[config.mk]
export PLATFORM = sky130hd
export DESIGN_NAME = rsd_status_bank
export DESIGN_NICKNAME = d
export VERILOG_FILES = /design/src/rtl/rsd_pkg.sv /design/src/rtl/rsd_status_bank.sv
export VERILOG_INCLUDE_DIRS = /design/src /design/src/rtl
export SDC_FILE = /design/constraint.sdc
export NUM_CORES = 1
export LEC_CHECK = 0
export BUFFER_PORTS_ARGS = -buffer_cell sky130_fd_sc_hd__buf_2
export CORE_MARGIN = 4
export CORE_UTILIZATION = 39
export CTS_CLUSTER_SIZE = 12
export DETAILED_ROUTE_END_ITERATION = 8
export MAX_ROUTING_LAYER = met4
export PLACE_DENSITY = 0.78
export SETUP_SLACK_MARGIN = 0.2
export SYNTH_ARGS = -nofsm -noshare
export SYNTH_HDL_FRONTEND = slang
export SYNTH_SLANG_ARGS = --single-unit
[constraint.sdc]
create_clock -name clk_i -period 1.4 [get_ports clk_i]
set_input_delay 0.14 -clock clk_i [delete_from_list [all_inputs] [get_ports clk_i]]
set_output_delay 0.14 -clock clk_i [all_outputs]
set_load 0.02 [all_outputs]
[src/rtl/rsd_defines.svh]
// Register offsets, field positions and reset values of the Rf_link_status bank
`ifndef RSD_DEFINES_SVH
`define RSD_DEFINES_SVH

// Printed offsets are word indices; byte address is four times the index
`define RSD_IDX_SIGPRO 8'h1C
`define RSD_IDX_STATUS 8'h1D
`define RSD_ADR_SIGPRO 10'h070
`define RSD_ADR_STATUS 10'h074

`define RSD_SP_GRID_BIT 2
`define RSD_SP_FSK_BIT 1
`define RSD_SP_PSK_BIT 0
`define RSD_SP_GRID_RST 1'h0
`define RSD_SP_PSK_RST 1'h0
`define RSD_SP_FSK_VAL 1'h0

`define RSD_ST_SEQ_LSB 24
`define RSD_ST_STEP_LSB 20
`define RSD_ST_LOOP_BIT 19
`define RSD_ST_CRC_BIT 18
`define RSD_ST_OWN_BIT 17
`define RSD_ST_EXT_BIT 16
`define RSD_ST_ERR_LSB 13
`define RSD_ST_RXEN_BIT 12
`define RSD_ST_TXACT_BIT 11
`define RSD_ST_RXACT_BIT 10
`define RSD_ST_GAIN_LSB 0

`define RSD_CRC_RESIDUE 16'h0000

`endif

[src/rtl/rsd_pkg.sv]
// Types shared by the Rf_link_status and demodulation configuration bank
package rsd_pkg;
   typedef enum logic [2:0] {
      RSD_SEQ_IDLE,
      RSD_SEQ_WAIT_TX,
      RSD_SEQ_TX,
      RSD_SEQ_WAIT_RX,
      RSD_SEQ_WAIT_DATA,
      RSD_SEQ_RX,
      RSD_SEQ_LOOPBACK,
      RSD_SEQ_RSVD
   } rsd_seq_state_t;

   typedef enum logic [2:0] {
      RSD_ERR_NONE,
      RSD_ERR_EXT_INIT_WIN,
      RSD_ERR_EXT_ACT_WIN,
      RSD_ERR_NO_EXT_ACT_WIN,
      RSD_ERR_PEER_DROP,
      RSD_ERR_RSVD5,
      RSD_ERR_RSVD6,
      RSD_ERR_RSVD7
   } rsd_err_code_t;

   typedef struct packed {
      logic ack;
      logic [31:0] dat;
      logic bit_grid_at_max;
      logic phase_shift_demod_select;
      rsd_err_code_t active_mode_error_code;
   } rsd_state_t;
endpackage

[src/rtl/rsd_status_bank.sv]
// Wishbone register bank: demod config bits and live Rf_link_status word
//
// Chosen here: the Wishbone slave port.
`timescale 1ns/1ps
`default_nettype none
`include "rsd_defines.svh"

module rsd_status_bank #(
   parameter int CRC_W = 16,
   parameter int GAIN_W = 10
) (
   input wire logic clk_i,
   input wire logic rst_i,
   // Wishbone classic slave
   input wire logic cyc_i,
   input wire logic stb_i,
   input wire logic we_i,
   input wire logic [9:0] adr_i,
   input wire logic [3:0] sel_i,
   input wire logic [31:0] dat_i,
   output logic [31:0] dat_o,
   output logic ack_o,
   // Live status sources from the transceive datapath
   input wire rsd_pkg::rsd_seq_state_t seq_state_i,
   input wire logic [3:0] power_control_step_i,
   input wire logic field_on_i,
   input wire logic rf_freq_ok_i,
   input wire logic pll_locked_i,
   input wire logic [CRC_W-1:0] crc_reg_i,
   input wire logic crc_inverted_i,
   input wire logic own_field_on_i,
   input wire logic external_field_seen_i,
   input wire logic active_mode_error_event_i,
   input wire rsd_pkg::rsd_err_code_t active_mode_error_code_i,
   input wire logic field_driver_enable_set_i,
   input wire logic rx_decoder_armed_i,
   input wire logic tx_busy_i,
   input wire logic rx_busy_i,
   input wire logic [GAIN_W-1:0] gain_control_level_i,
   // Config outputs
   output logic bit_grid_at_max_o,
   output logic phase_shift_demod_select_o,
   output logic freq_shift_demod_select_o,
   output logic [GAIN_W-1:0] rx_resistor_enable_o
);
   import rsd_pkg::*;

   // ---------------------------------------------------------------
   // Field widths
   // ---------------------------------------------------------------
   // Fixed by the register map; only CRC and gain widths may vary
   localparam int SEQ_W = 3;
   localparam int STEP_W = 4;
   localparam int ERR_W = 3;

   // ---------------------------------------------------------------
   // Helper functions
   // ---------------------------------------------------------------
   // Config word sits in the first of the two word slots
   function automatic logic is_cfg_adr(input logic [9:0] adr);
      return adr == `RSD_ADR_SIGPRO;
   endfunction

   // Status word sits in the slot after the config word
   function automatic logic is_status_adr(input logic [9:0] adr);
      return adr == `RSD_ADR_STATUS;
   endfunction

   // Every writable config bit lives in byte lane 0
   function automatic logic cfg_lane_on(input logic [3:0] sel);
      return sel[0];
   endfunction

   // Good check-sum: zero, or the residue when the CRC is inverted
   function automatic logic crc_passes(
      input logic [CRC_W-1:0] crc,
      input logic inverted
   );
      logic [CRC_W-1:0] target;
      target = '0;
      if (inverted) begin
         target = CRC_W'(`RSD_CRC_RESIDUE);
      end
      return crc == target;
   endfunction

   // Loop runs only with field on, frequency valid and PLL locked
   function automatic logic loop_runs(
      input logic field_on,
      input logic freq_ok,
      input logic locked
   );
      return field_on & freq_ok & locked;
   endfunction

   // ---------------------------------------------------------------
   // Declarations
   // ---------------------------------------------------------------
   rsd_state_t s_q;
   rsd_state_t s_d;
   logic [31:0] status_word;
   logic [31:0] config_word;
   logic [31:0] read_word;
   logic loop_enabled;
   logic crc_good;
   logic req;
   logic rd_req;
   logic wr_req;
   logic wr_cfg;
   logic cause_set;
   logic cause_clear;
   rsd_err_code_t cause_next;

   // ---------------------------------------------------------------
   // Live status terms
   // ---------------------------------------------------------------
   assign loop_enabled = loop_runs(field_on_i, rf_freq_ok_i,
      pll_locked_i);

   // Meaningful only after the frame ends; mid-frame value is transient
   assign crc_good = crc_passes(crc_reg_i, crc_inverted_i);

   // ---------------------------------------------------------------
   // Status word assembly
   // ---------------------------------------------------------------
   // Unlisted bits stay zero, so reserved bits read back as zero
   always_comb begin
      status_word = 32'h0000_0000;

      // Sequencer state; the reserved code is passed through as is
      status_word[`RSD_ST_SEQ_LSB +: SEQ_W] = seq_state_i;

      // Step currently applied by the power control loop
      status_word[`RSD_ST_STEP_LSB +: STEP_W] =
         power_control_step_i;

      status_word[`RSD_ST_LOOP_BIT] = loop_enabled;

      status_word[`RSD_ST_CRC_BIT] = crc_good;

      // Field presence, own and external, both passed live
      status_word[`RSD_ST_OWN_BIT] = own_field_on_i;
      status_word[`RSD_ST_EXT_BIT] = external_field_seen_i;

      // Held cause, not the live code: valid across the error event
      status_word[`RSD_ST_ERR_LSB +: ERR_W] =
         s_q.active_mode_error_code;

      // Decoder and encoder activity
      status_word[`RSD_ST_RXEN_BIT] = rx_decoder_armed_i;
      status_word[`RSD_ST_TXACT_BIT] = tx_busy_i;
      status_word[`RSD_ST_RXACT_BIT] = rx_busy_i;

      // Gain level, zero is the most sensitive setting
      status_word[`RSD_ST_GAIN_LSB +: GAIN_W] =
         gain_control_level_i;
   end

   // ---------------------------------------------------------------
   // Config word assembly
   // ---------------------------------------------------------------
   always_comb begin
      config_word = 32'h0000_0000;
      config_word[`RSD_SP_GRID_BIT] = s_q.bit_grid_at_max;
      // Frequency-shift demodulation is not built, so the bit is fixed
      config_word[`RSD_SP_FSK_BIT] = `RSD_SP_FSK_VAL;
      config_word[`RSD_SP_PSK_BIT] = s_q.phase_shift_demod_select;
   end

   // ---------------------------------------------------------------
   // Read data select
   // ---------------------------------------------------------------
   // Unmapped reads return zero rather than aliasing a register
   always_comb begin
      read_word = 32'h0000_0000;
      if (is_cfg_adr(adr_i)) begin
         read_word = config_word;
      end else if (is_status_adr(adr_i)) begin
         // Status sampled at the read, no snapshot held
         read_word = status_word;
      end
   end

   // ---------------------------------------------------------------
   // Bus request decode
   // ---------------------------------------------------------------
   // Ack blocks the cycle after a take, so one strobe is one access
   assign req = cyc_i & stb_i & ~s_q.ack;
   assign rd_req = req & ~we_i;
   assign wr_req = req & we_i;

   // Writes to the status word or unmapped slots fall through
   assign wr_cfg = wr_req & cfg_lane_on(sel_i) & is_cfg_adr(adr_i);

   // ---------------------------------------------------------------
   // Error cause hold
   // ---------------------------------------------------------------
   assign cause_set = active_mode_error_event_i;
   assign cause_clear = field_driver_enable_set_i;

   // A new error event wins over a driver-enable clear in one cycle
   always_comb begin
      cause_next = s_q.active_mode_error_code;
      if (cause_clear) begin
         cause_next = RSD_ERR_NONE;
      end
      if (cause_set) begin
         cause_next = active_mode_error_code_i;
      end
   end

   // ---------------------------------------------------------------
   // Next state
   // ---------------------------------------------------------------
   always_comb begin
      s_d = s_q;
      s_d.ack = req;
      if (rd_req) begin
         s_d.dat = read_word;
      end
      if (wr_cfg) begin
         s_d.bit_grid_at_max = dat_i[`RSD_SP_GRID_BIT];
         s_d.phase_shift_demod_select = dat_i[`RSD_SP_PSK_BIT];
      end
      s_d.active_mode_error_code = cause_next;
      // Reset last so it overrides any request in the same cycle
      if (rst_i) begin
         s_d.ack = 1'b0;
         s_d.dat = 32'h0000_0000;
         s_d.bit_grid_at_max = `RSD_SP_GRID_RST;
         s_d.phase_shift_demod_select = `RSD_SP_PSK_RST;
         s_d.active_mode_error_code = RSD_ERR_NONE;
      end
   end

   // ---------------------------------------------------------------
   // State register
   // ---------------------------------------------------------------
   always_ff @(posedge clk_i) begin
      s_q <= s_d;
   end

   // ---------------------------------------------------------------
   // Outputs
   // ---------------------------------------------------------------
   assign ack_o = s_q.ack;
   assign dat_o = s_q.dat;
   assign bit_grid_at_max_o = s_q.bit_grid_at_max;
   assign phase_shift_demod_select_o = s_q.phase_shift_demod_select;
   assign freq_shift_demod_select_o = `RSD_SP_FSK_VAL;
   // Each set bit adds one resistor in parallel: more bits, less gain
   assign rx_resistor_enable_o = gain_control_level_i;
endmodule

`default_nettype wire

==> impl_metrics.toml <==
[min_path]
min_to = "dat_o[22]$_SDFFE_PP0P_"
min_path_cells = 3
hp-start = "power_control_step_i[2]"
hp-class = "input pin to flop"

[clock_network]
worst_skew_pair.late_latency_ns = 0.27
clk_path_buf_depth = 2
cts.clk_slew.worst_paths_ns = 0.07
numCtsBuffers = 5
cts_sinks = 33
tritoncts = "done"
htreeDepth = 2
cts-root-buf = "clkbuf_8"

[synth]
synthCells = 178
yosysTopAreaCellShare = 0.3726
syn_area_per_cell_sq_um = 9.960
ys_types = 24
ys_warn_count = 0
synth_edf_count = 0
yosysSeqAreaShare = 0.3726
synthFlopType = "dfxtp_1"
synthTopCellsByArea = "dfxtp_1, buf_4, a22oi_2"
async_flop_share = 0
synth_area_sq_um = 1773
ys_ff_latch = 33
synth_top_area_cell = "dfxtp_1"

[run_status]
status = "completed"

[die]
coreArea_sq_um = 4384
row_count = 24
die_area_sq_um = 5689
die_h_microns = 75.43
die_w_microns = 75.43
start_util = 0.4044
pin_count = 144

[final_layout]
layout.nets = 352
drive_gt1_frac = 0.6667
multi_input_area_sq_um = 749.5
nFillCells = 400
area_growth_pct = 31.19
diodes = 0
utilization = 0.5305
ff_latch_area_sq_um = 664.4

[sta]
fmax_ghz = 0.7281
rsz0062_at_grt = "true"
hold_ws_ns = 0.08927
finalHoldViolations = 0
fin_crit_ns = 1.373
finalCritPeriodShare = 0.9811
fin_worst_skew_ns = 0.003056
setup_viol = 0
drv_slew = 0

[detailed_routing]
wl_per_cell_microns = 13.53
dr.first_iter.drc_count = 52
drt_wl_total_microns = 4154
num_vias = 1457
postRouteAntennaNets = 0
drt_pre_antenna_iters = 4
vias_per_cell = 4.746
drc = 0

[worst_setup_path]
required_ns = 1.62
r2r_slack_ns = 0.03
critPathArrivalTime_ns = 1.60
cp_max_fo = 8
worst_r2r_endpoint = "dat_o[16]$_SDFFE_PP0P_"
cp_slowest_cell = "and4b_4"
path_cells = "nand4bb_4 > and4b_4 > buf_6 > buf_16 > a22oi_2 > nor2_2"
worstSetupPathType = "flop to flop"
slowest_delay_ns = 0.41
cp-end-kind = "flop"
cp-start-kind = "flop"
worstRegToRegCells = 6
rr_startpoint = "ack_o$_SDFF_PP0_"

[run]
drv_cap = 0

[pwr]
sw_frac_of_total = 0.2195
power.switching_mw = 0.4607
clkPwrFrac = 0.433
leakage_nw = 1.061
ir_drop_mv = 0.4607
combPwrFrac = 0.117
power.density_nw_per_um2 = 902.1
pwr-share-seq = 0.451
p_total_mw = 2.098
p_int_mw = 1.638

[global_routing]
grt_pass1_wl_microns = 6196
grt_pass1_vias = 1351
grt_use_total = 0.1500
antenna_found_initial = 0
grt-ovfl-total = 0
grt_max_degree = 22

[placed_design]
port_buffers = 103
dp_hpwl_microns = 3014
place_congestion = 0.7375
## cell type report
cell class,instances,share of cell area
Tap cell,52,0.02797
Sequential cell,33,0.2856
Clock buffer,7,0.03712
Clock inverter,1,0.01291
Multi-Input combinational cell,97,0.3222
Timing Repair Buffer,117,0.3141
## registers in the layout (all words and copies together) (netlist names)
register,cells
ack_o,1
bit_grid_at_max_o,1
dat_o,27
phase_shift_demod_select_o,1
s_q,3
## routing by layer
metal / GRT usage / vias up / wire, microns
met5: - / - / 0
met4: 0.04078 / 0 / 45
met3: 0.03958 / 5 / 435
met2: 0.2723 / 72 / 2109
met1: 0.1600 / 659 / 1563
li1: - / 721 / -
## cells by family after synthesis
logic type / Yosys count / synth area share
compound gates: 30 / 0.1778
buf+inv: 53 / 0.2322
flops: 33 / 0.3726
mux: 4 / 0.02258
other cells: 1 / 0.002115
simple gates: 57 / 0.1927
## worst max-delay path, delay by kind of cell (launching register included)
family                 cells  cell delay, ns
DFF                        1            0.34
AOI/OAI and AO/OA          1            0.06
buffers and inverters      2            0.25
and+or+nand+nor            3            0.66
## power by group through the flow
stage	clock network (mW)	registers [mW]	logic [mW]
floorplan	0	0.968	0.124
global placement	0	0.967	0.219
detailed placement	0	0.967	0.223
CTS	0.942	0.945	0.234
global route	0.988	0.945	0.268
finish	0.908	0.946	0.245
## through the flow
stage	setup slack, ns	setup TNS [ns]	cells	area [sq um]
after floorplan	0.1171	0	183	1795
after global placement	-0.002109	-0.002109	290	2032
after detailed placement	-0.02365	-0.02365	290	2032
after CTS	0.03110	0	304	2272
after global routing	-0.04169	-0.2915	307	2326
final	0.02650	0	307	2326
## Yosys cell counts (2+ instances only)
cell type / number
dfxtp_1: 33
and4_1: 2
nor4_1: 4
a21oi_1: 4
nand2_1: 2
a22oi_2: 20
clkbuf_1: 4
nor2_1: 14
mux2i_1: 4
nor3b_1: 3
a22oi_1: 6
nor4bb_1: 2
nand2b_1: 4
buf_12: 2
nor2_2: 20
buf_4: 46
## cell usage in the layout (no fill, tap or decap), types with 5 or more instances in the layout
| cell | instances |
|---|---|
| buf_2 | 103 |
| clkbuf_8 | 6 |
| conb_1 | 6 |
| nor2_2 | 21 |
| a22oi_1 | 5 |
| a22oi_2 | 21 |
| nor2_1 | 13 |
| dfxtp_1 | 32 |
## repair_timing
| item | 4_1_cts | 5_1_grt |
|---|---|---|
| resized for setup | 11 | 4 |
| setup endpoints to repair | 27 | 29 |
| setup buffers | 4 | 2 |
| hold endpoints to repair | 0 | 0 |
| hold buffers | 0 | 0 |
| pin swaps | 1 | 3 |
| gates cloned | 2 | 1 |
## how the worst max path moves through the flow
stage | start | endpoint | slack (ns) | cells past startpoint
floorplan | ack_o$_SDFF_PP0_ | dat_o[2]$_SDFFE_PP0P_ | 0.12 | 5
global placement | ack_o$_SDFF_PP0_ | dat_o[19]$_SDFFE_PP0P_ | -0.002 | 5
detailed placement | ack_o$_SDFF_PP0_ | dat_o[19]$_SDFFE_PP0P_ | -0.02 | 5
CTS | ack_o$_SDFF_PP0_ | dat_o[7]$_SDFFE_PP0P_ | 0.03 | 6
global route | ack_o$_SDFF_PP0_ | dat_o[4]$_SDFFE_PP0P_ | -0.04 | 6
finish | ack_o$_SDFF_PP0_ | dat_o[16]$_SDFFE_PP0P_ | 0.03 | 6
(Power assumes the default switching activity.)
